**src/pkg/ee_capture_pkg.sv**
```systemverilog
// constants for the data eeprom address capture block
// assumes an apb slave at 10 MHz system clock, word-aligned registers
`default_nettype none
package ee_capture_pkg;

  // ****************************************************
  // register map
  // ****************************************************
  // register indices; each register is one word, byte address = 4 * index
  localparam logic [11:0] CONTROL_IDX    = 12'h760;
  localparam logic [11:0] KEY_IDX        = 12'h766;
  localparam logic [11:0] CAPTURE_IDX    = 12'h780;
  localparam logic [11:0] TARGET_IDX     = 12'h784;
  localparam logic [13:0] CONTROL_ADDR   = {CONTROL_IDX, 2'b00};
  localparam logic [13:0] KEY_ADDR       = {KEY_IDX, 2'b00};
  localparam logic [13:0] CAPTURE_ADDR   = {CAPTURE_IDX, 2'b00};
  localparam logic [13:0] TARGET_ADDR    = {TARGET_IDX, 2'b00};

  localparam logic [15:0] CONTROL_RESET  = 16'h0000;
  localparam logic [15:0] KEY_RESET      = 16'h0000;

  // ****************************************************
  // control field positions
  // ****************************************************
  localparam int CTL_START_BIT    = 15;
  localparam int CTL_ALLOW_BIT    = 14;
  localparam int CTL_FAULT_BIT    = 13;
  localparam int CTL_NOERASE_BIT  = 12;
  localparam int CTL_ERASE_BIT    = 6;
  localparam int CTL_OPCODE_LSB   = 0;
  localparam int OPCODE_W         = 6;
  localparam logic [15:0] CONTROL_WMASK = 16'hF07F;
  localparam logic [15:0] KEY_WMASK     = 16'h00FF;

  // ****************************************************
  // operation codes (erase/write kinds)
  // ****************************************************
  localparam logic [5:0] OP_ERASE_1 = 6'h18;
  localparam logic [5:0] OP_ERASE_4 = 6'h19;
  localparam logic [5:0] OP_ERASE_8 = 6'h1A;
  localparam logic [5:0] OP_BULK    = 6'h1B;
  localparam logic [5:0] OP_WRITE_1 = 6'h04;

  // ****************************************************
  // address layout
  // ****************************************************
  localparam int EA_W      = 24;
  localparam int UPPER_W   = 8;
  localparam int LOWER_W   = 16;
  localparam int ROW_WORDS = 8;

endpackage
`default_nettype wire

```
**src/pkg/ee_capture_if.sv**
```systemverilog
// bundle from the capture latch to the register/op logic
// assumes one clock domain
`timescale 1ns/100ps
`default_nettype none
interface ee_capture_if;
  logic        wr_valid;
  logic [23:0] wr_ea;
  logic [7:0]  upper;
  logic [15:0] lower;
  modport latch (input wr_valid, input wr_ea, output upper, output lower);
  modport user  (output wr_valid, output wr_ea, input upper, input lower);
endinterface : ee_capture_if
`default_nettype wire

```
**src/rtl/ee_address_latch.sv**
```systemverilog
// captured effective address of the last table write
// assumes table-write strobe from core logic on the same clock
`timescale 1ns/100ps
`default_nettype none
module ee_address_latch
(
  input  wire logic      clk,
  input  wire logic      rst_n,
  ee_capture_if.latch    cap
);

  always_ff @(posedge clk or negedge rst_n)
  begin
    if (!rst_n)
    begin
      cap.upper <= 8'h00;
      cap.lower <= 16'h0000;
    end
    else if (cap.wr_valid)
    begin
      cap.upper <= {1'b0, cap.wr_ea[22:16]};
      cap.lower <= {cap.wr_ea[15:1], 1'b0};
    end
  end

  property p_msb_zero;
    @(posedge clk) disable iff (!rst_n) cap.upper[7] == 1'b0;
  endproperty
  a_msb_zero: assert property (p_msb_zero)
    else $error("upper capture msb set");

  property p_lsb_zero;
    @(posedge clk) disable iff (!rst_n) cap.lower[0] == 1'b0;
  endproperty
  a_lsb_zero: assert property (p_lsb_zero)
    else $error("lower capture lsb set");

  property p_latch;
    @(posedge clk) disable iff (!rst_n)
      cap.wr_valid |=> cap.lower[15:1] == $past(cap.wr_ea[15:1])
        && cap.upper[6:0] == $past(cap.wr_ea[22:16]);
  endproperty
  a_latch: assert property (p_latch)
    else $error("capture missed table write address");

  property p_hold;
    @(posedge clk) disable iff (!rst_n)
      !cap.wr_valid |=> $stable(cap.lower) && $stable(cap.upper);
  endproperty
  a_hold: assert property (p_hold)
    else $error("capture changed without table write");

endmodule // ee_address_latch
`default_nettype wire

```
**src/rtl/ee_capture_top.sv**
```systemverilog
// data eeprom address capture with control and key registers
// assumes apb master on CLK_SYS, table-write strobe from the core
// Notes on behaviour
// - the effective address is 24 bits, top 8 from upper, low 16 from lower.
// - every table write loads address bits 22 to 1 into the capture registers.
// - capture registers are not writable by bus writes, only by table writes.
// - the captured address selects the row or word that an operation hits.
// - the lowest bit of the lower capture register always reads zero.
// - only the low 16-bit word of each table write's data is stored.
// - the highest bit of the upper capture register always reads zero.
// - erase of one, four, eight words, bulk erase and word write.
`timescale 1ns/100ps
`default_nettype none
module ee_capture_top
(
  input  wire logic        CLK_SYS,
  input  wire logic        RST_N,
  input  wire logic        PSEL,
  input  wire logic        PENABLE,
  input  wire logic        PWRITE,
  input  wire logic [13:0] PADDR,
  input  wire logic [31:0] PWDATA,
  output logic      [31:0] PRDATA,
  output logic             PREADY,
  output logic             PSLVERR,
  input  wire logic        TBL_WRITE,
  input  wire logic [23:0] TBL_EA,
  input  wire logic [15:0] TBL_DATA,
  output logic             OP_START,
  output logic      [5:0]  OP_CODE,
  output logic             OP_ERASE,
  output logic             OP_NOERASE,
  output logic      [23:0] OP_ADDR,
  output logic      [3:0]  OP_WORDS,
  output logic      [15:0] OP_DATA,
  output logic             OP_BULK,
  input  wire logic        OP_DONE,
  input  wire logic        OP_FAULT
);

  // ****************************************************
  // reset release
  // ****************************************************
  logic rst_s1_q;
  logic rst_n_q;
  always_ff @(posedge CLK_SYS or negedge RST_N)
  begin
    if (!RST_N)
    begin
      rst_s1_q <= 1'b0;
      rst_n_q  <= 1'b0;
    end
    else
    begin
      rst_s1_q <= 1'b1;
      rst_n_q  <= rst_s1_q;
    end
  end

  // ****************************************************
  // capture latch
  // ****************************************************
  ee_capture_if cap ();
  assign cap.wr_valid = TBL_WRITE;
  assign cap.wr_ea    = TBL_EA;

  ee_address_latch u_latch
  (
    .clk   (CLK_SYS),
    .rst_n (rst_n_q),
    .cap   (cap)
  );

  logic [23:0] ea;
  assign ea = {cap.upper, cap.lower};

  // write data latch: only the low word exists
  logic [15:0] data_q;
  always_ff @(posedge CLK_SYS or negedge rst_n_q)
  begin
    if (!rst_n_q)
      data_q <= 16'h0000;
    else if (TBL_WRITE)
      data_q <= TBL_DATA;
  end

  // ****************************************************
  // apb slave
  // ****************************************************
  logic        setup;
  logic        wr_acc;
  logic        rd_acc;
  logic        mapped;
  assign setup  = PSEL && !PENABLE;
  assign wr_acc = PSEL && PENABLE && PWRITE;
  assign rd_acc = setup && !PWRITE;
  assign mapped = PADDR == ee_capture_pkg::CONTROL_ADDR
    || PADDR == ee_capture_pkg::KEY_ADDR
    || PADDR == ee_capture_pkg::CAPTURE_ADDR
    || PADDR == ee_capture_pkg::TARGET_ADDR;

  logic [15:0] control_q;
  logic [15:0] key_q;
  logic        busy_q;
  logic        wr_ctl;
  logic        start_req;
  assign wr_ctl    = wr_acc && PADDR == ee_capture_pkg::CONTROL_ADDR;
  assign start_req = wr_ctl && !busy_q
    && PWDATA[ee_capture_pkg::CTL_START_BIT]
    && control_q[ee_capture_pkg::CTL_ALLOW_BIT];

  always_ff @(posedge CLK_SYS or negedge rst_n_q)
  begin
    if (!rst_n_q)
      key_q <= ee_capture_pkg::KEY_RESET;
    else if (wr_acc && PADDR == ee_capture_pkg::KEY_ADDR)
      key_q <= PWDATA[15:0] & ee_capture_pkg::KEY_WMASK;
  end

  // hardware clears start and sets fault; fault set wins over a software clear
  always_ff @(posedge CLK_SYS or negedge rst_n_q)
  begin
    if (!rst_n_q)
      control_q <= ee_capture_pkg::CONTROL_RESET;
    else
    begin
      if (wr_ctl && !busy_q)
      begin
        control_q <= PWDATA[15:0] & ee_capture_pkg::CONTROL_WMASK;
        control_q[ee_capture_pkg::CTL_START_BIT] <= start_req;
      end
      if (OP_DONE && busy_q)
        control_q[ee_capture_pkg::CTL_START_BIT] <= 1'b0;
      if (OP_DONE && busy_q && OP_FAULT)
        control_q[ee_capture_pkg::CTL_FAULT_BIT] <= 1'b1;
    end
  end

  always_ff @(posedge CLK_SYS or negedge rst_n_q)
  begin
    if (!rst_n_q)
    begin
      PRDATA  <= 32'h0000_0000;
      PREADY  <= 1'b0;
      PSLVERR <= 1'b0;
    end
    else
    begin
      PREADY  <= setup;
      PSLVERR <= setup && !mapped;
      if (rd_acc)
        unique case (PADDR)
          ee_capture_pkg::CONTROL_ADDR: PRDATA <= {16'h0000, control_q};
          ee_capture_pkg::KEY_ADDR:     PRDATA <= 32'h0000_0000;
          ee_capture_pkg::CAPTURE_ADDR: PRDATA <= {8'h00, ea};
          ee_capture_pkg::TARGET_ADDR:  PRDATA <= {16'h0000, data_q};
          default:                      PRDATA <= 32'h0000_0000;
        endcase
    end
  end

  // ****************************************************
  // operation launch
  // ****************************************************
  logic [3:0] words;
  logic [5:0] op;
  logic       bulk;
  always_comb
  begin
    op    = PWDATA[5:0];
    bulk  = 1'b0;
    words = 4'h1;
    if (PWDATA[ee_capture_pkg::CTL_ERASE_BIT])
      unique case (op)
        ee_capture_pkg::OP_ERASE_4: words = 4'h4;
        ee_capture_pkg::OP_ERASE_8: words = 4'h8;
        ee_capture_pkg::OP_BULK:    bulk  = 1'b1;
        default:                    words = 4'h1;
      endcase
  end

  always_ff @(posedge CLK_SYS or negedge rst_n_q)
  begin
    if (!rst_n_q)
    begin
      busy_q     <= 1'b0;
      OP_START   <= 1'b0;
      OP_CODE    <= 6'h00;
      OP_ERASE   <= 1'b0;
      OP_NOERASE <= 1'b0;
      OP_ADDR    <= 24'h00_0000;
      OP_WORDS   <= 4'h0;
      OP_DATA    <= 16'h0000;
      OP_BULK    <= 1'b0;
    end
    else
    begin
      OP_START <= start_req;
      if (start_req)
      begin
        busy_q     <= 1'b1;
        OP_CODE    <= op;
        OP_ERASE   <= PWDATA[ee_capture_pkg::CTL_ERASE_BIT];
        OP_NOERASE <= PWDATA[ee_capture_pkg::CTL_NOERASE_BIT];
        OP_ADDR    <= ea;
        OP_WORDS   <= words;
        OP_DATA    <= data_q;
        OP_BULK    <= bulk;
      end
      else if (OP_DONE)
        busy_q <= 1'b0;
    end
  end

  property p_launch;
    @(posedge CLK_SYS) disable iff (!rst_n_q)
      start_req |=> OP_START && OP_ADDR == $past(ea) && busy_q;
  endproperty
  a_launch: assert property (p_launch)
    else $error("operation address not taken from capture");

  property p_ea_split;
    @(posedge CLK_SYS) disable iff (!rst_n_q)
      TBL_WRITE |=> ea == {1'b0, $past(TBL_EA[22:1]), 1'b0};
  endproperty
  a_ea_split: assert property (p_ea_split)
    else $error("effective address misassembled");

  property p_no_bus_load;
    @(posedge CLK_SYS) disable iff (!rst_n_q)
      (wr_acc && !TBL_WRITE) |=> $stable(ea);
  endproperty
  a_no_bus_load: assert property (p_no_bus_load)
    else $error("bus write changed captured address");

  property p_data_low;
    @(posedge CLK_SYS) disable iff (!rst_n_q)
      TBL_WRITE |=> data_q == $past(TBL_DATA);
  endproperty
  a_data_low: assert property (p_data_low)
    else $error("low word not stored");

  property p_erase8;
    @(posedge CLK_SYS) disable iff (!rst_n_q)
      (start_req && PWDATA[ee_capture_pkg::CTL_ERASE_BIT]
        && PWDATA[5:0] == ee_capture_pkg::OP_ERASE_8) |=> OP_WORDS == 4'h8;
  endproperty
  a_erase8: assert property (p_erase8)
    else $error("eight word erase size wrong");

endmodule // ee_capture_top
`default_nettype wire

```
**config.mk**
```make
export PLATFORM = sky130hd
export DESIGN_NAME = ee_capture_top
export DESIGN_NICKNAME = d
export VERILOG_FILES = /design/src/pkg/ee_capture_pkg.sv /design/src/pkg/ee_capture_if.sv /design/src/rtl/ee_address_latch.sv /design/src/rtl/ee_capture_top.sv
export SDC_FILE = /design/constraint.sdc
export NUM_CORES = 1
export LEC_CHECK = 0
export ABC_CLOCK_PERIOD_IN_PS = 5700
export BUFFER_PORTS_ARGS = -buffer_cell sky130_fd_sc_hd__buf_2
export CAP_MARGIN = 25
export CORE_UTILIZATION = 45
export CTS_CLUSTER_SIZE = 24
export DETAILED_ROUTE_END_ITERATION = 8
export PLACE_DENSITY = 0.77
export SLEW_MARGIN = 25
export SYNTH_ARGS = -nofsm -noshare
export SYNTH_HDL_FRONTEND = slang
export SYNTH_SLANG_ARGS = --single-unit
```
**constraint.sdc**
```tcl
create_clock -name CLK_SYS -period 5.7 [get_ports CLK_SYS]
set_input_delay 0 -clock CLK_SYS [delete_from_list [all_inputs] [get_ports CLK_SYS]]
set_output_delay 0 -clock CLK_SYS [all_outputs]
set_load 0.02 [all_outputs]
```
# Word level (Yosys, flattened, before mapping)
# Index checks and enable logic that the tools add are counted.
# op_classes
n_addsub	0
n_mul	0
div	0
order_cmp	0
n_eq_ne	7
n_shift	0
n_mux	10
bitwise	0
n_reduce_logical	21
# ops
operator	count
$pmux W23 S3	1
$eq A14 B13 Y1 const B	4
$eq A6 B5 Y1 const B	3
$mux W16	1
$logic_and A1 B1 Y1	11
$pmux W4 S2	1
$mux W1	6
$reduce_bool A2 Y1	3
$logic_not A1 Y1	4
$mux W4	1
$logic_or A1 B1 Y1	3
# totals
reg_bits	138
latch_bits	0
mem_bits_rw	0
mem_bits_ro	0
input_bits	94
word_cells	58
memories	0

# Longest topological paths before layout
# logic_depth
word_depth	8
ltp_mapped	6

# Modules after synthesis
# Synthesis repeated with hierarchy kept, for this count alone.
# unflattened
cells_unflattened	370
area_unflattened_um2	5376.4
# modules_own_cells
module	instances	cells_per_inst	area_each_um2
ee_capture_top	1	321	4536.9
ee_address_latch	1	49	839.6

# Least setup slack after synthesis
# Ideal clock, no wire load.
# synth_path
path_kind	in2reg
startpoint	input PADDR[6]
endpoint	register OP_WORDS[2]
setup_ps	128
t_arrival_ps	1610
t_required_ps	5572
path_slack_ps	3962
path_stages	5
path_cell_list	or4_4 nor4_4 nand4_4 buf_6 mux2_1
# synth_via
elab_chain_cells	5
# synth_rtl
element	line	source
start: declaration	ee_capture_top.sv:21	input wire logic [13:0] PADDR,
$eq A14 B13 Y1	ee_capture_top.sv:107	assign wr_ctl = wr_acc && PADDR == ee_capture_pkg::CONTROL_ADDR;
$logic_and A1 B1 Y1	ee_capture_top.sv:107	
$logic_and A1 B1 Y1	ee_capture_top.sv:108	assign start_req = wr_ctl && !busy_q
$logic_and A1 B1 Y1	ee_capture_top.sv:109	&& PWDATA[ee_capture_pkg::CTL_START_BIT]
$logic_and A1 B1 Y1	ee_capture_top.sv:110	&& control_q[ee_capture_pkg::CTL_ALLOW_BIT];
end signal: assignment	ee_capture_top.sv:206	OP_WORDS <= words;
end: declaration	ee_capture_top.sv:34	output logic [3:0] OP_WORDS,
# No other way between the ends.
# A chain may end at the register's enable or synchronous reset.

# Final worst setup path
# layout_path
startpoint	register busy_q
endpoint	register OP_WORDS[3]
# layout_via
elab_chain_cells	4
# layout_rtl
element	line	source
start: declaration	ee_capture_top.sv:104	logic busy_q;
start signal: assignment	ee_capture_top.sv:186	busy_q <= 1'b0;
start signal: assignment	ee_capture_top.sv:201	busy_q <= 1'b1;
start signal: assignment	ee_capture_top.sv:211	busy_q <= 1'b0;
$logic_not A1 Y1	ee_capture_top.sv:108	
$logic_and A1 B1 Y1	ee_capture_top.sv:108	
$logic_and A1 B1 Y1	ee_capture_top.sv:109	
$logic_and A1 B1 Y1	ee_capture_top.sv:110	
# No other way between the ends.

==> metrics.txt <==
Worst-Margin Slew 1.00 ns; post-synth top area share 59.6%; Post-synth EDFFs 0; CTS HTree Levels 4; Leak Pwr 3.90 nW; Setup TNS Final 0 ns; clock group share of total power 48.0%; CTS tree yes; clk slew on worst S/H paths ~0.05 ns; Commonest cells post-synth dfrtp_1, mux2_2, mux2_4; Overflow after GRT 0; core area 0.0115 mm^2; post-synthesis sequential area ratio around three fifths; RePlAce Congestion 0.792; Reg power frac 45.5%; endpoint type of the worst setup path flop; ranking of synthesized cells by area dfrtp_1, mux2_4, mux2_2; Net Sw Power 0.000463 W; Final ANT Viol Nets 0; CP startpoint kind flop; first-pass GRT wire length 21.3 mm; max-capacitance violation count 0; DRC errors left 24; worst ir drop on vdd 155 uV; Die Y ~110 um; Hold/Removal Path Class in -> reg; crit-path cells nand4b_1 -> nor3_1 -> nand4_4 -> buf_4 -> mux2_1; vias in the first global route 4094; DR vias/cell 5.12; worst-skew pair later-pin latency 0.42 ns; Setup crit start busy_q; post-route core utilization 63.7%; # rows 39; WP buf/inv 1; Worst Path Required 6.00 ns; FFs w/ async S/R, synth between 90% and 100%; dpl hpwl 8.07 mm; total power about 0.0021 W; 1st-pass router iterations 7; FF-to-FF path depth 5; initial antenna violation count 0; largest net degree at the start of global routing 70; slew margin rel. 33.1%; Die ar. about 0.012 mm^2; final hold slack 0.0246 ns; Power Internal 0.00167 W; Num CTS Buffers 17; hold depth 4; # port buffers 146; Worst path max stage delay 0.64 ns; # IOs about 180; initial core utilization 46.6%; slowest CP cell nand4_4; Final setup viols 0; Hold Startpoint PADDR[0]; Final #Nets 669; synthesized flop and latch total 128; RR Endpoint OP_WORDS[3]; Worst Skew approximately 0.0054 ns; family with the most delay on the worst path simple AND/OR/NAND/NOR gates; cell area after synthesis 0.00537 mm^2; Die Width roughly 110 um; placed cell count 640; synth unique cells 35; clock sink total between 100 and 150; switching share of power 21.7%; RSZ-0062 raised after global routing false; Routed WL per cell 17.6 um; layout cell share with drive strength beyond 1 47.4%; Logic pwr share 6.5%; critical path data arrival time 3.07 ns; Cells after Synth 366; Hold EP OP_START; setup slack, reg-to-reg 2.92 ns; failing checks DRC; Fmax 0.360 GHz; Diodes inserted 0; syn avg cell area 14.7 um^2; R2R Path Start busy_q; Tmin final 2.78 ns; Total GRT Usage a little under a quarter; routed via count 3739; classification of the worst setup path reg -> reg; run status complete, but fails checks; post-CTS setup buffers 0; area leader, netlist dfrtp_1; drt total wl 12.9 mm; count leader, synth dfrtp_1; Layout Cells excl Fill between 700 and 800; crit-path max FO 28; final period utilization 48.7%; Max Slew Vio Count 0; Root Buffer clkbuf_16; final hold vios 0; critical path depth 5; pwr dens 291 mW/mm^2; Primary FF master, synth dfrtp_1; Syn-to-layout area delta 36.5%; DRT iter0 DRCs 206; clock buffer depth 2; Ys Warns 0
cells in the final DEF (no fill, tap or decap), types with 2 or more instances in the layout:
cell | synthesis | layout
buf_2 | 1 | 146
dfrtp_1 | 128 | 127
dlygate4sd3_1 | 0 | 59
mux2_2 | 48 | 48
mux2_4 | 47 | 47
nand2_1 | 24 | 24
a22o_1 | 17 | 17
o21ai_0 | 17 | 17
clkbuf_16 | 0 | 17
conb_1 | 2 | 13
a21oi_1 | 11 | 11
mux2i_1 | 6 | 6
and3_1 | 5 | 5
clkbuf_8 | 0 | 5
clkbuf_1 | 10 | 4
nor3_1 | 3 | 3
nor2_1 | 3 | 3
nor3b_1 | 3 | 3
clkinv_2 | 0 | 3
buf_4 | 12 | 3
nand4b_1 | 2 | 2
nand3b_1 | 2 | 2
nand2b_1 | 3 | 2
inv_1 | 2 | 2
mux2_1 | 2 | 2
registers in the layout (all words and copies together) (netlist names):
signal	flops
OP_ADDR	22
OP_BULK	1
OP_CODE	6
OP_DATA	16
OP_ERASE	1
OP_NOERASE	1
OP_START	1
OP_WORDS	3
PRDATA	23
PREADY	1
PSLVERR	1
busy_q	1
control_q	11
data_q	16
rst_n_q	1
rst_s1_q	1
u_latch.cap.lower	15
u_latch.cap.upper	7
worst register-to-register path: stages (launching register included):
cell and delay, ns:
dfrtp_1 0.41, nand4b_1 0.18, nor3_1 0.46, nand4_4 0.64
buf_4 0.57, mux2_1 0.40
per-stage QoR:
step	worst slack, ns	instance area, um^2
after CTS	2.93	7330
after global routing	2.77	7330
final	2.92	7330
after global placement	2.96	6180
after floorplan	1.87	5410
after detailed placement	2.89	6180
cell families after synthesis:
| family | after synthesis | share of synthesized area, % |
|---|---|---|
| xor+xnor | 1 | 0.163 |
| compound gates | 48 | 5.80 |
| mux | 103 | 24.7 |
| simple gates | 53 | 5.80 |
| flops | 128 | 59.6 |
| other cells | 2 | 0.140 |
| buf+inv | 31 | 3.73 |
repair_timing:
| action | 4_1_cts | 5_1_grt |
|---|---|---|
| gates resized for setup | 0 | 0 |
| hold buffers | 59 | 0 |
| endpoints found under the hold margin | 65 | 0 |
final cells by class:
| cell class | instances | area (um^2) |
|---|---|---|
| fillers | 844 | 4180 |
| flip-flops and latches | 128 | 3210 |
| multi-input cells | 218 | 2030 |
| repair buffers | 208 | 1340 |
| clock buffers | 26 | 509 |
| well taps | 143 | 179 |
| clock inverters | 5 | 52.6 |
| inverters | 2 | 7.51 |
metal layers:
layer / global-route usage [%] / wire length (um) / vias to the layer above
met2: 38.5 / 6580 / 124
met5: 0 / 0 / -
met1: 27.0 / 5380 / 1883
met3: 5.52 / 601 / 24
met4: 11.4 / 311 / 0
li1: - / - / 1708
worst max path at each step:
| stage | end | slack (ns) |
|---|---|---|
| 3_5_place_dp | OP_WORDS[3] | 2.89 |
| 3_3_place_gp | OP_WORDS[2] | 2.96 |
| 2_1_floorplan | OP_ADDR[10] | 1.87 |
| 4_1_cts | OP_WORDS[3] | 2.93 |
| 5_1_grt | OP_WORDS[3] | 2.77 |
| 6_report | OP_WORDS[3] | 2.92 |
power groups by stage:
stage / clock [W] / combinational (W) / sequential, W
floorplan: 0 / 0.0000624 / 0.000983
global placement: 0 / 0.000102 / 0.000984
detailed placement: 0 / 0.000105 / 0.000987
CTS: 0.00104 / 0.000138 / 0.000971
global route: 0.00108 / 0.000150 / 0.000976
finish: 0.00103 / 0.000138 / 0.000970
Note: power is estimated with default switching activity, not from simulation.
